$ cat src/design/quad_cnt_pkg.sv
package quad_cnt_pkg;

  // -------------------------------------------------------------------------
  // Widths and values
  // -------------------------------------------------------------------------
  localparam int          CNT_W       = 16;
  localparam logic [15:0] CNT_MAX     = 16'hffff;
  localparam logic [15:0] CNT_ZERO    = 16'h0000;
  localparam logic [15:0] CNT_RST     = 16'h0000;
  localparam logic [15:0] RELOAD_RST  = 16'h0000;

  // -------------------------------------------------------------------------
  // Channel numbers
  // -------------------------------------------------------------------------
  localparam int          CH_TWO      = 2;
  localparam int          CH_THREE    = 3;
  localparam int          CH_FOUR     = 4;

  // -------------------------------------------------------------------------
  // Timing
  // -------------------------------------------------------------------------
  localparam logic [1:0]  PRIME_DONE  = 2'h3;

endpackage : quad_cnt_pkg

$ cat src/design/phase_evt_if.sv
`timescale 1ns/1ps
interface phase_evt_if;
  logic up;
  logic down;
  logic mult4;

  modport src (output up, output down, input mult4);
  modport snk (input up, input down, output mult4);
endinterface : phase_evt_if

$ cat src/design/phase_decoder.sv
`timescale 1ns/1ps
module phase_decoder
  import quad_cnt_pkg::*;
(
  // Clock and reset
  input  wire logic ref_clk,
  input  wire logic rst,
  input  wire logic clk_en,
  // Encoder pins
  input  wire logic phase_primary_input,
  input  wire logic phase_secondary_input,
  // Count events
  phase_evt_if.src  evt
);

  // -------------------------------------------------------------------------
  // Pin synchronisers and previous sample
  // -------------------------------------------------------------------------
  logic [1:0] meta_q;
  logic [1:0] sync_q;
  logic [1:0] prev_q;
  logic [1:0] fill_q;
  logic       up_q;
  logic       down_q;
  logic       up_d;
  logic       down_d;

  always_ff @(posedge ref_clk or posedge rst) begin
    if (rst) begin
      meta_q <= 2'h0;
      sync_q <= 2'h0;
      prev_q <= 2'h0;
    end else if (clk_en) begin
      meta_q <= {phase_primary_input, phase_secondary_input};
      sync_q <= meta_q;
      prev_q <= sync_q;
    end
  end

  // The decode waits until the previous-sample stage holds a real pin level.
  // Otherwise the reset value of the pipeline would be taken for an edge.
  always_ff @(posedge ref_clk or posedge rst) begin
    if (rst) begin
      fill_q <= 2'h0;
    end else if (clk_en && fill_q != PRIME_DONE) begin
      fill_q <= fill_q + 2'h1;
    end
  end

  // -------------------------------------------------------------------------
  // Edge decode; bit 1 is the primary phase, bit 0 the secondary phase
  // -------------------------------------------------------------------------
  always_comb begin
    up_d   = 1'b0;
    down_d = 1'b0;
    if (fill_q != PRIME_DONE) begin
      up_d   = 1'b0;
      down_d = 1'b0;
    end else if (evt.mult4) begin
      unique case ({prev_q, sync_q})
        4'b1011, 4'b1101, 4'b0100, 4'b0010: up_d   = 1'b1;
        4'b1110, 4'b0111, 4'b0001, 4'b1000: down_d = 1'b1;
        default: ;
      endcase
    end else begin
      up_d   = sync_q[1] && prev_q[1] && sync_q[0] && !prev_q[0];
      down_d = sync_q[1] && prev_q[1] && !sync_q[0] && prev_q[0];
    end
  end

  always_ff @(posedge ref_clk or posedge rst) begin
    if (rst) begin
      up_q   <= 1'b0;
      down_q <= 1'b0;
    end else if (clk_en) begin
      up_q   <= up_d;
      down_q <= down_d;
    end
  end

  assign evt.up   = up_q;
  assign evt.down = down_q;
endmodule : phase_decoder

$ cat src/design/two_phase_pulse_event_counter.sv
`timescale 1ns/1ps
module two_phase_pulse_event_counter
  import quad_cnt_pkg::*;
#(
  parameter int CHANNEL_NUM = CH_TWO
) (
  // Clock and reset
  input  wire logic              ref_clk,
  input  wire logic              rst,
  input  wire logic              clk_en,
  // Encoder pins
  input  wire logic              phase_primary_input,
  input  wire logic              phase_secondary_input,
  // Control
  input  wire logic              count_start,
  input  wire logic              free_run,
  input  wire logic              mult4_mode,
  // CPU access
  input  wire logic              wr_en,
  input  wire logic [CNT_W-1:0]  wr_data,
  input  wire logic              rd_en,
  output logic      [CNT_W-1:0]  rd_data,
  output logic                   rd_valid,
  // Status
  output logic      [CNT_W-1:0]  count_value,
  output logic                   irq
);

  // -------------------------------------------------------------------------
  // Edge decoder
  // -------------------------------------------------------------------------
  phase_evt_if evt ();

  // Channel four has no normal mode and always decodes all edges.
  assign evt.mult4 = mult4_mode || (CHANNEL_NUM == CH_FOUR);

  phase_decoder u_dec (
    .ref_clk               (ref_clk),
    .rst                   (rst),
    .clk_en                (clk_en),
    .phase_primary_input   (phase_primary_input),
    .phase_secondary_input (phase_secondary_input),
    .evt                   (evt)
  );

  // -------------------------------------------------------------------------
  // Counter and reload register
  // -------------------------------------------------------------------------
  logic [CNT_W-1:0] cnt_q;
  logic [CNT_W-1:0] reload_q;
  logic [CNT_W-1:0] reload_d;
  logic [CNT_W-1:0] cnt_d;
  logic             ovf;
  logic             unf;
  logic             irq_q;
  logic [CNT_W-1:0] rd_data_q;
  logic             rd_valid_q;

  assign ovf = count_start && evt.up && cnt_q == CNT_MAX;
  assign unf = count_start && evt.down && cnt_q == CNT_ZERO;

  // A write landing on the same edge as a wrap is the value reloaded.
  assign reload_d = wr_en ? wr_data : reload_q;

  always_comb begin
    cnt_d = cnt_q;
    if (wr_en && !count_start) begin
      cnt_d = wr_data;
    end else if ((ovf || unf) && !free_run) begin
      cnt_d = reload_d;
    end else if (count_start && evt.up) begin
      cnt_d = cnt_q + 16'h0001;
    end else if (count_start && evt.down) begin
      cnt_d = cnt_q - 16'h0001;
    end
  end

  always_ff @(posedge ref_clk or posedge rst) begin
    if (rst) begin
      cnt_q <= CNT_RST;
    end else if (clk_en) begin
      cnt_q <= cnt_d;
    end
  end

  always_ff @(posedge ref_clk or posedge rst) begin
    if (rst) begin
      reload_q <= RELOAD_RST;
    end else if (clk_en) begin
      reload_q <= reload_d;
    end
  end

  // -------------------------------------------------------------------------
  // Interrupt request
  // -------------------------------------------------------------------------
  always_ff @(posedge ref_clk or posedge rst) begin
    if (rst) begin
      irq_q <= 1'b0;
    end else if (clk_en) begin
      irq_q <= ovf || unf;
    end
  end

  // -------------------------------------------------------------------------
  // Read path
  // -------------------------------------------------------------------------
  always_ff @(posedge ref_clk or posedge rst) begin
    if (rst) begin
      rd_data_q  <= CNT_RST;
      rd_valid_q <= 1'b0;
    end else if (clk_en) begin
      rd_valid_q <= rd_en;
      if (rd_en) begin
        rd_data_q <= cnt_q;
      end
    end
  end

  assign rd_data     = rd_data_q;
  assign rd_valid    = rd_valid_q;
  assign count_value = cnt_q;
  assign irq         = irq_q;
endmodule : two_phase_pulse_event_counter

$ cat config.mk
export PLATFORM = sky130hd
export DESIGN_NAME = two_phase_pulse_event_counter
export DESIGN_NICKNAME = d
export VERILOG_FILES = /design/src/design/quad_cnt_pkg.sv /design/src/design/phase_evt_if.sv /design/src/design/phase_decoder.sv /design/src/design/two_phase_pulse_event_counter.sv
export SDC_FILE = /design/constraint.sdc
export NUM_CORES = 1
export LEC_CHECK = 0
export ABC_CLOCK_PERIOD_IN_PS = 3700
export BUFFER_PORTS_ARGS = -buffer_cell sky130_fd_sc_hd__clkbuf_2
export CAP_MARGIN = 5
export CORE_ASPECT_RATIO = 2
export CORE_MARGIN = 2
export CORE_UTILIZATION = 40
export DETAILED_ROUTE_END_ITERATION = 10
export GPL_ROUTABILITY_DRIVEN = 0
export HOLD_SLACK_MARGIN = 0.15
export SLEW_MARGIN = 20
export SYNTH_ARGS = -nofsm -noshare
export SYNTH_HDL_FRONTEND = slang
export SYNTH_SLANG_ARGS = --single-unit
$ cat constraint.sdc
create_clock -name ref_clk -period 3.7 [get_ports ref_clk]
set_input_delay 0.555 -clock ref_clk [delete_from_list [all_inputs] [get_ports ref_clk]]
set_output_delay 0.555 -clock ref_clk [all_outputs]
set_load 0.005 [all_outputs]
=== Yosys cells after proc, flatten, opt, wreduce, memory -nomap -nowiden ===
Index checks and enable logic that the tools add are counted.
Widths: inputs -> output; s select.

* Output and inout port bits: 34
* Bits in registers: 60

* Equality and inequality tests: 10
* Reductions and logical operators: 23
* Mux-type cells: 11
* Add/sub/neg operators: 3

{| class="wikitable"
|+ Operators with widths
! cell !! count
|-
| $mux 16 || 5
|-
| $add 16x1->16 const B || 1
|-
| $eq 16x16->1 const B || 1
|-
| $eq 4x4->1 const B || 4
|-
| $logic_not 16->1 || 1
|-
| $sub 16x1->16 const B || 1
|-
| $logic_and 1x1->1 || 12
|-
| $eq 4x3->1 const B || 2
|-
| $reduce_or 4->1 || 2
|-
| $mux 1 || 6
|-
| $eq 4x1->1 const B || 1
|-
| $eq 4x2->1 const B || 1
|-
| $logic_not 1->1 || 4
|-
| $reduce_and 2->1 || 2
|-
| $reduce_bool 4->1 || 1
|-
| $add 2x1->2 const B || 1
|-
| $ne 2x2->1 const B || 1
|-
| $logic_or 1x1->1 || 1
|}

=== Longest topological paths before layout ===
Gate-level depths: netlist of the first run.

* Word-level depth: 6
* Mapped depth: 10
* Mapped depth without buffers: 10

=== By module ===
Synthesis of the first run repeated with hierarchy kept, for this count alone.

* Cells, all modules: 373
* Area, all modules: 3751.1 um^2

{| class="wikitable"
|+ By module, submodules not included
! module !! area an instance (um^2) !! seq. area each (um^2) !! times used !! cells each
|-
| two_phase_pulse_event_counter || 3264.4 || 1251.2 || 1 || 336
|-
| phase_decoder || 486.7 || 250.2 || 1 || 37
|}

=== Least setup slack after synthesis of the first run ===
No wires, ideal clock.

* Kind: input-to-reg
* From: in count_start
* To: reg cnt_q[14] (netlist: count_value[14])
* Data required time: 3.578 ns
* Path buffers: 0
* Setup time: 0.122 ns
* Stages on the path: 10
* Path slack: 0.891 ns
* Arrival time: 2.687 ns
* Cell sequence: nand2_1 -> inv_1 -> fa_1 -> nand2b_1 -> a211oi_1 -> a211o_1 -> a311oi_1 -> or3_1 -> a21oi_1 -> o21ai_1

* Longest elaborated chain between the ends: 6
* Elaborated cells on any way between the ends: 13
* Those cells by class: mux: 3; reduce/logical: 10

{| class="wikitable"
|+ RTL lines
! what !! line !! text
|-
| start, declared || two_phase_pulse_event_counter.sv:15 || <nowiki>input wire logic count_start,</nowiki>
|-
| $logic_and 1x1->1 (on tied branches) || - ||
|-
| $logic_and 1x1->1 (on tied branches) || two_phase_pulse_event_counter.sv:59, two_phase_pulse_event_counter.sv:60 ||
|-
| $logic_or 1x1->1 || two_phase_pulse_event_counter.sv:69 || <nowiki>end else if ((ovf || unf) && !free_run) begin</nowiki>
|-
| $logic_and 1x1->1 || two_phase_pulse_event_counter.sv:69 ||
|-
| $reduce_bool 4->1 (no line) or $mux 16 (tied branches) || - ||
|-
| $reduce_and 2->1 (no line) or $mux 16 (tied branches) || - ||
|-
| end signal, assigned || two_phase_pulse_event_counter.sv:82 || <nowiki>cnt_q <= cnt_d;</nowiki>
|-
| end, declared || two_phase_pulse_event_counter.sv:49 || <nowiki>logic [CNT_W-1:0] cnt_q;</nowiki>
|}

Several ways; a longest one is shown, not always the timed one.
A chain may end at the register's enable or synchronous reset.

=== Worst setup path in the final report of the first run ===
* From: in count_start
* To: reg cnt_q[15] (netlist: count_value[15])

The elaborated chain is that of the path after synthesis.

==> results of run 1 <==
[how the worst max path moves through the flow]
stage | startpoint | to | slack, ps | cells after the start
5_1_grt | count_start | count_value[15] | 350 | 10
2_1_floorplan | count_start | count_value[14] | 890 | 10
3_3_place_gp | count_start | count_value[12] | 450 | 10
4_1_cts | count_start | count_value[15] | 690 | 11
3_5_place_dp | count_start | count_value[15] | 350 | 11
6_report | count_start | count_value[15] | 670 | 11
[cell families (layout without fill, tap and decap cells)]
| family | Yosys count | after routing | synth area share, % |
|---|---|---|---|
| buffers and inverters | 25 | 91 | 3.04 |
| adder cells (fa/ha/maj) | 18 | 18 | 6.58 |
| AO/OA/AOI/OAI | 90 | 90 | 16.9 |
| multiplexers | 40 | 40 | 12.6 |
| flip-flops | 60 | 60 | 42.4 |
| AND/OR/NAND/NOR | 103 | 103 | 14.7 |
| XOR/XNOR | 15 | 15 | 3.71 |
[routing by layer]
layer / track usage [%] / vias to the layer above
met2: 36.8 / 70
met4: 10.8 / 0
met5: 0 / -
met1: 20.9 / 1436
met3: 4.20 / 21
li1: - / 1421
[flip-flops by register name (all words and copies together), names as in the netlist]
name	flops
u_dec.meta_q	2
u_dec.evt.up	1
irq	1
count_value	16
u_dec.sync_q	2
u_dec.evt.down	1
rd_valid	1
u_dec.fill_q	2
rd_data	16
u_dec.prev_q	2
reload_q	16
[layout make-up]
| type | instances | area, um^2 | share of cell area [%] |
|---|---|---|---|
| sequential | 60 | 1500 | 35.7 |
| multi-input combinational | 266 | 1930 | 45.8 |
| clock inverter | 4 | 25.0 | 0.594 |
| inverter | 12 | 45.0 | 1.07 |
| tap | 100 | 125 | 2.97 |
| clock buffer | 11 | 253 | 6.00 |
| timing repair buffer | 64 | 333 | 7.90 |
[through the flow]
step	hold slack, ps	instances	setup WS (ps)	instance area, um^2
after floorplan	448	351	891	3540
after global placement	461	502	455	3930
after detailed placement	471	502	351	3930
after CTS	389	517	694	4210
after global routing	445	517	346	4210
final	355	517	666	4210
[synth_stat cells (all sizes together) (7+ instances only)]
master  instances  share of area, %
mux2           37                12
ha             17               6.0
clkbuf          8              0.85
dfrtp          60                42
inv            12               1.3
nand3           7              0.99
xnor2           9               2.2
o21ai          25               3.5
nand2          34               3.6
nor2           26               2.8
a21oi          20               2.8
[critical path, stage by stage]
cell,delay [ps]
clkbuf_2,250
nand2_1,370
buf_4,300
ha_1,360
and2_1,210
and4_1,200
o311ai_0,150
a31oi_1,310
a21oi_1,120
nand4b_1,180
a32o_1,240
[where the power goes]
part	internal [mW]	leakage (nW)	switching, mW	total [mW]
clock	0.482	0.133	0.293	0.775
combinational	0.756	1.04	0.797	1.55
sequential	0.873	0.724	0.245	1.12
==> reports/metrics.yaml, run 1 <==
status: "complete, no violations"
cts_resized: 0
top_layer: "met4"
synthFlopType: "dfrtp_1"
wl_mm: 9.07
start_util_pct: 41.2
port_buffers: 59
hpwl_mm: 7.02
routedWlPerCell_um: 17.5
synth-async-reset-ratio_pct: 100
rsz0062_at_grt: "false"
wl_met2_mm: 4.94
drv_cap: 0
grt_pass1_vias: 2995
power_density_nw_per_um2: 819
synth_edf_count: 0
rows: 48
clk_latency_ps: 340
drt-initial-drc-count: 142
cp.required_ps: 3920
fin_crit_sh_pct: 82.0
antennaDiodeCount: 0
maxSlewHeadroom_pct: 40.7
cts_max_path_buffers: 2
crit_arrival_ps: 3260
ant_nets: 0
netlist_area_um2: 3540
vias_per_cell: 5.70
cts.clk_slew.worst_paths_ps: 50
numCtsBuffers: 9
grt-ovfl-total: 0
dr_wl_met3_um: 354
layout_commonest_cell: "dfrtp_1"
die_y_um: 137
hold_violations: 0
start_kind: "primary input"
ctsHoldBuffers: 0
coreArea_um2: 8590
via_count: 2948
grt_pass1_wl_mm: 14.7
drv_slew: 0
skew_ps: 6.24
timing.fmax_mhz: 330
num-fill-cells: 865
synth_nets: 395
setup_viol: 0
p_leak_nw: 1.90
r2r-start: "u_dec.evt.up"
peakVddDrop_mv: 0.335
track_usage_pct: 20.0
worst_pin_slew_ps: 886
critPathCaptureType: "register"
fin_util_pct: 49.0
netlist_instances: 351
final.setup.tns_ps: 0
drc: 0
drive_above_1_share_pct: 29.3
r2r_slack_ps: 770
m1WireLength_mm: 3.51
final_cell_mix: "dfrtp_1 (60), clkbuf_2 (59), mux2_2 (37), nand2_1 (34), nor2_1 (26)"
synth.distinct_cells: 60
yosysSeqAreaShare_pct: 42.4
synth-seq-cells: 60
h-tree-depth: 3
antenna_found_initial: 0
synth_warnings: 0
first_pass_iters: 4
min_path_type: "primary input to asynchronous set/reset pin"
dieArea_um2: 9660
worstRegToRegCells: 10
grt_max_degree: 40
p_total_mw: 3.45
avgSynthCellArea_um2: 10.1
crit_path_max_fanout: 14
ios: 60
root_buffer: "clkbuf_16"
period_needed_ps: 3030
r2r-end: "count_value[14]"
cts.sinks: 60
fin_nets: 457
area_growth_syn_to_layout_pct: 19.0
criticalPathCategory: "primary input to register"
post_cts.repair.setup_buffers: 0
fp.dieW_um: 70.5
cts_tree: "done"
(Power assumes the default switching activity.)
==> run 2: changes to the inputs <==
ABC_CLOCK_PERIOD_IN_PS = 2500   (was 3700)
clock period = 2.5 ns   (was 3.7 ns; I/O delays follow)
==> run 2 against run 1 <==
  * Clock-buffer cell count did not move
  * Largest cell class unchanged
  * First-iteration DRC count grew 49%
  * Die area is the same
  * Largest power group unchanged
==> reports/metrics.yaml, run 2 (synthesis gave the netlist of run 1 again) <==
track_usage_pct: 21.4  # +1.4 points
crit_path_max_fanout: 5  # -9
dieArea_um2: 9660  # unchanged
drc: 0  # unchanged
clk_latency_ps: 330  # about the same
worst_pin_slew_ps: 755  # -131 ps
worst_slack_ps: 14.2  # -652 ps
hold_violations: 0  # unchanged
cts.clk_slew.worst_paths_ps: 50  # about the same
grt-ovfl-total: 0  # unchanged
drive_above_1_share_pct: 41.1  # +12 points
fin_crit_sh_pct: 99.4
die_y_um: 137  # unchanged
first_pass_iters: 5  # +1
min_path_type: "primary input to register"
drv_cap: 0  # unchanged
ant_nets: 0  # unchanged
critPathCaptureType: "register"
pre_cts_ws_ps: -170  # -521 ps
cts_tree: "done"
port_buffers: 59  # unchanged
cts.sinks: 60  # unchanged
drt-initial-drc-count: 212  # +49%
drv_slew: 0  # unchanged
grt_max_degree: 59  # +48%
crit_arrival_ps: 2710  # -550 ps
min_path_cells: 2
wl_mm: 10.0  # +11%
numCtsBuffers: 9  # unchanged
setup_viol: 0  # unchanged
placement.cell_area_um2: 4280  # +8.8%
worstRegToRegCells: 10  # unchanged
final_cell_mix: "dfrtp_1 (59), clkbuf_2 (59), buf_4 (50), mux2_2 (37), nand2_1 (33)"
rows: 48  # unchanged
grt_pass1_vias: 3240  # +8.2%
antennaDiodeCount: 0  # unchanged
start_kind: "register"
coreArea_um2: 8590  # unchanged
antenna_found_initial: 0  # unchanged
criticalPathCategory: "register to register"
p_leak_nw: 2.19  # +15%
vias_per_cell: 5.56  # -2.4%
power_density_nw_per_um2: 1260  # +53%
start_util_pct: 41.2  # unchanged
status: "complete, no violations"
cts_max_path_buffers: 2  # unchanged
root_buffer: "clkbuf_16"
timing.fmax_mhz: 402
period_needed_ps: 2490
h-tree-depth: 3  # unchanged
hpwl_mm: 7.45  # +6.1%
skew_ps: 8.35  # +2.12 ps
peakVddDrop_mv: 0.689  # +110%
routedWlPerCell_um: 17.7  # +0.83%
fp.dieW_um: 70.5  # unchanged
rsz0062_at_grt: "true"
grt_pass1_wl_mm: 15.7  # +7.1%
area_growth_syn_to_layout_pct: 35.0
cp.required_ps: 2720  # -1200 ps
fin_nets: 506  # +11%
ios: 60  # unchanged
final_area_um2: 4770  # +13%
via_count: 3155  # +7.0%
maxSlewHeadroom_pct: 49.7  # +9.0 points
[run 2: cell types whose count changed in the layout (fill, tap and decap cells not counted), moves of 3 or more]
cell     before  now
a21oi_1      20   17
ha_4          0    5
buf_4         5   50
ha_1         17   11
a21oi_2       0    3
[run 2: cell type report]
class	count	area, um^2
Sequential cell	60	1500
Clock buffer	11	243
Fill cell	797	3810
Inverter	12	45.0
Timing Repair Buffer	112	712
Clock inverter	5	75.1
Multi-Input combinational cell	267	2070
Tap cell	100	125
[run 2: metal layers]
layer  vias up  part of all wire (%)  wire, um  GRT usage, %
met3        25                   3.4       342          3.83
met2        77                    54      5420          38.8
met1      1536                    39      3920          22.5
met4         0                   3.4       345          13.0
met5         -                     0         0             0
li1       1517                     -         -             -
[run 2: final timing paths]
check                      slack, ps         endpoint           startpoint
max                               10   count_value[9]         u_dec.evt.up
min                              280  u_dec.meta_q[1]  phase_primary_input
max reg2reg                       10   count_value[9]         u_dec.evt.up
min reg2reg                      480       rd_data[1]           rd_data[1]
max in group asynchronous       1530     u_dec.evt.up                  rst
min in group asynchronous        440       rd_data[2]                  rst
[run 2: critical path, cell delays in order (launching register included)]
cell and delay (ps):
dfrtp_2 430, nand2_4 100, ha_1 320, a211oi_2 280, o21ai_2 110, buf_4 160
a21o_1 190, a21oi_2 170, xor2_1 100, and3_1 190, o41ai_2 320
[run 2: what timing repair did]
action | 4_1_cts | 5_1_grt
pin swaps | 1 | 11
cloned | 1 | 0
hold endpoints to repair | 53 | 0
setup endpoints to repair | 5 | 7
resized for setup | 3 | 23
setup buffers | 0 | 3
hold buffers | 1 | 0
[run 2: metrics by stage]
stage	cells	power [mW]	hold slack, ps	util, %	setup TNS (ps)
6_report	567	5.99	278	55.6	0
5_1_grt	567	6.42	273	55.6	-165
4_1_cts	564	5.77	268	53.8	-0.173
3_5_place_dp	546	4.38	225	49.8	-797
3_3_place_gp	546	4.33	224	49.8	-510
2_1_floorplan	351	3.21	448	-	0
[run 2: power by group]
group / internal, mW / leakage (nW) / switching (mW)
Combinational: 1.61 / 1.31 / 1.49
Clock: 0.893 / 0.159 / 0.420
Sequential: 1.29 / 0.722 / 0.284
==> run 3: changes to the inputs <==
MAX_ROUTING_LAYER = met4   (was not set)
==> run 3 against run 2 <==
  * Utilization stayed put
  * Critical path type unchanged
  * Register-to-register slack hardly changed
  * First-iteration DRC count is 8.0% lower
  * Cell count stayed put
  * Critical endpoint unchanged
  * Critical path depth stayed put
  * Final area stayed put
  * Clock-buffer cell count stayed put
==> reports/metrics.yaml, run 3 (synthesis gave the netlist of run 1 again) <==
hold_violations: 0  # unchanged
hp-start: "phase_primary_input"
fin_util_pct: 55.6  # unchanged
fin_nets: 506  # unchanged
antenna_found_initial: 0  # unchanged
cts_tree: "done"
num-fill-cells: 797  # unchanged
root_buffer: "clkbuf_16"
cp.required_ps: 2730  # about the same
placement.cell_area_um2: 4280  # unchanged
grt_pass1_wl_mm: 15.7  # unchanged
h-tree-depth: 3  # unchanged
grt_pass1_vias: 3229  # -0.34%
vias_per_cell: 5.56  # about the same
ant_nets: 0  # unchanged
cts.sinks: 60  # unchanged
ios: 60  # unchanged
p_leak_nw: 2.19  # unchanged
rows: 48  # unchanged
maxSlewHeadroom_pct: 50.5  # +0.82 points
rsz0062_at_grt: "true"
dieArea_um2: 9660  # unchanged
first_pass_iters: 4  # -1
power_density_nw_per_um2: 1260  # about the same
r2r-start: "u_dec.evt.up"
drt-initial-drc-count: 195  # -8.0%
worst_pin_slew_ps: 742  # -12.3 ps
min_path_type: "primary input to register"
cts.clk_slew.worst_paths_ps: 50  # about the same
final_area_um2: 4770  # unchanged
timing.fmax_mhz: 403  # +0.11%
grt-ovfl-total: 0  # unchanged
port_buffers: 59  # unchanged
routedWlPerCell_um: 17.7  # about the same
area_growth_syn_to_layout_pct: 35.0  # unchanged
start_util_pct: 41.2  # unchanged
skew_ps: 5.27  # -3.08 ps
grt_max_degree: 59  # unchanged
cp-startpoint: "u_dec.evt.up"
criticalPathCategory: "register to register"
fin_crit_sh_pct: 99.3  # -0.11 points
drc: 0  # unchanged
antennaDiodeCount: 0  # unchanged
clk_latency_ps: 330  # about the same
start_kind: "register"
drv_cap: 0  # unchanged
status: "complete, no violations"
r2r_slack_ps: 20  # about the same
critPathCaptureType: "register"
drive_above_1_share_pct: 41.1  # unchanged
coreArea_um2: 8590  # unchanged
wl_mm: 10.0  # about the same
numCtsBuffers: 9  # unchanged
cts_max_path_buffers: 2  # unchanged
track_usage_pct: 22.0  # +0.58 points
die_y_um: 137  # unchanged
hold-worst-slack_ps: 273  # -5.24 ps
p_total_mw: 6.00  # about the same
period_needed_ps: 2480  # -2.80 ps
via_count: 3153  # -0.063%
final_cell_mix: "dfrtp_1 (59), clkbuf_2 (59), buf_4 (50), mux2_2 (37), nand2_1 (33)"
peakVddDrop_mv: 0.690  # +0.12%
hpwl_mm: 7.45  # unchanged
crit_path_max_fanout: 5  # unchanged
setup_viol: 0  # unchanged
fp.dieW_um: 70.5  # unchanged
drv_slew: 0  # unchanged
crit_arrival_ps: 2710  # about the same
run 3: cell counts in the layout (fill, tap and decap cells not counted):
No cell type changed its count.
run 3: area by class of cell:
| type | instances | area, um^2 | area share, % |
|---|---|---|---|
| clock buffer | 11 | 243 | 5.08 |
| clock inverter | 5 | 75.1 | 1.57 |
| inverter | 12 | 45.0 | 0.943 |
| multi-input combinational | 267 | 2070 | 43.4 |
| sequential | 60 | 1500 | 31.5 |
| tap | 100 | 125 | 2.62 |
| timing repair buffer | 112 | 712 | 14.9 |
run 3: per-stage QoR:
stage | setup slack, ps | TNS [ps] | std cells
global route | -123 | -172 | 567
finish | 16.9 | 0 | 567
floorplan | 31.5 | 0 | 351
CTS | -0.173 | -0.173 | 564
detailed placement | -170 | -797 | 546
global placement | -143 | -510 | 546
run 3: what timing repair did:
| item | 4_1_cts | 5_1_grt |
|---|---|---|
| setup buffers | 0 | 3 |
| gates resized for setup | 3 | 23 |
| setup endpoints to repair | 5 | 7 |
| pin swaps | 1 | 11 |
| cloned | 1 | 0 |
| hold buffers | 1 | 0 |
| hold endpoints to repair | 53 | 0 |
run 3: final timing paths:
check	end	cells after the start
max in group asynchronous	u_dec.evt.up	4
worst min register to register	rd_data[1]	2
worst min-delay path	u_dec.meta_q[1]	2
worst max-delay path	count_value[9]	10
worst max register to register	count_value[9]	10
min in group asynchronous	rd_data[2]	3
run 3: power by group:
group          internal (mW)  leakage [nW]  total [mW]  switching, mW
Sequential              1.29         0.722        1.58          0.285
Combinational           1.61          1.31        3.10           1.49
Clock                  0.893         0.159        1.32          0.426
Total                   3.80          2.19        6.00           2.20
run 3: critical path, cell delays in order, from the launching register on:
cell and delay (ps):
dfrtp_2 430, nand2_4 100, ha_1 320, a211oi_2 280, o21ai_2 110, buf_4 160
a21o_1 180, a21oi_2 170, xor2_1 100, and3_1 190, o41ai_2 310
run 3: per-layer routing:
metal	vias up	global-route usage [%]	share of wire, %
met1	1539	22.9	40
met5	-	-	0
met4	0	13.0	3.6
li1	1517	-	-
met3	24	3.24	2.9
met2	73	38.7	54
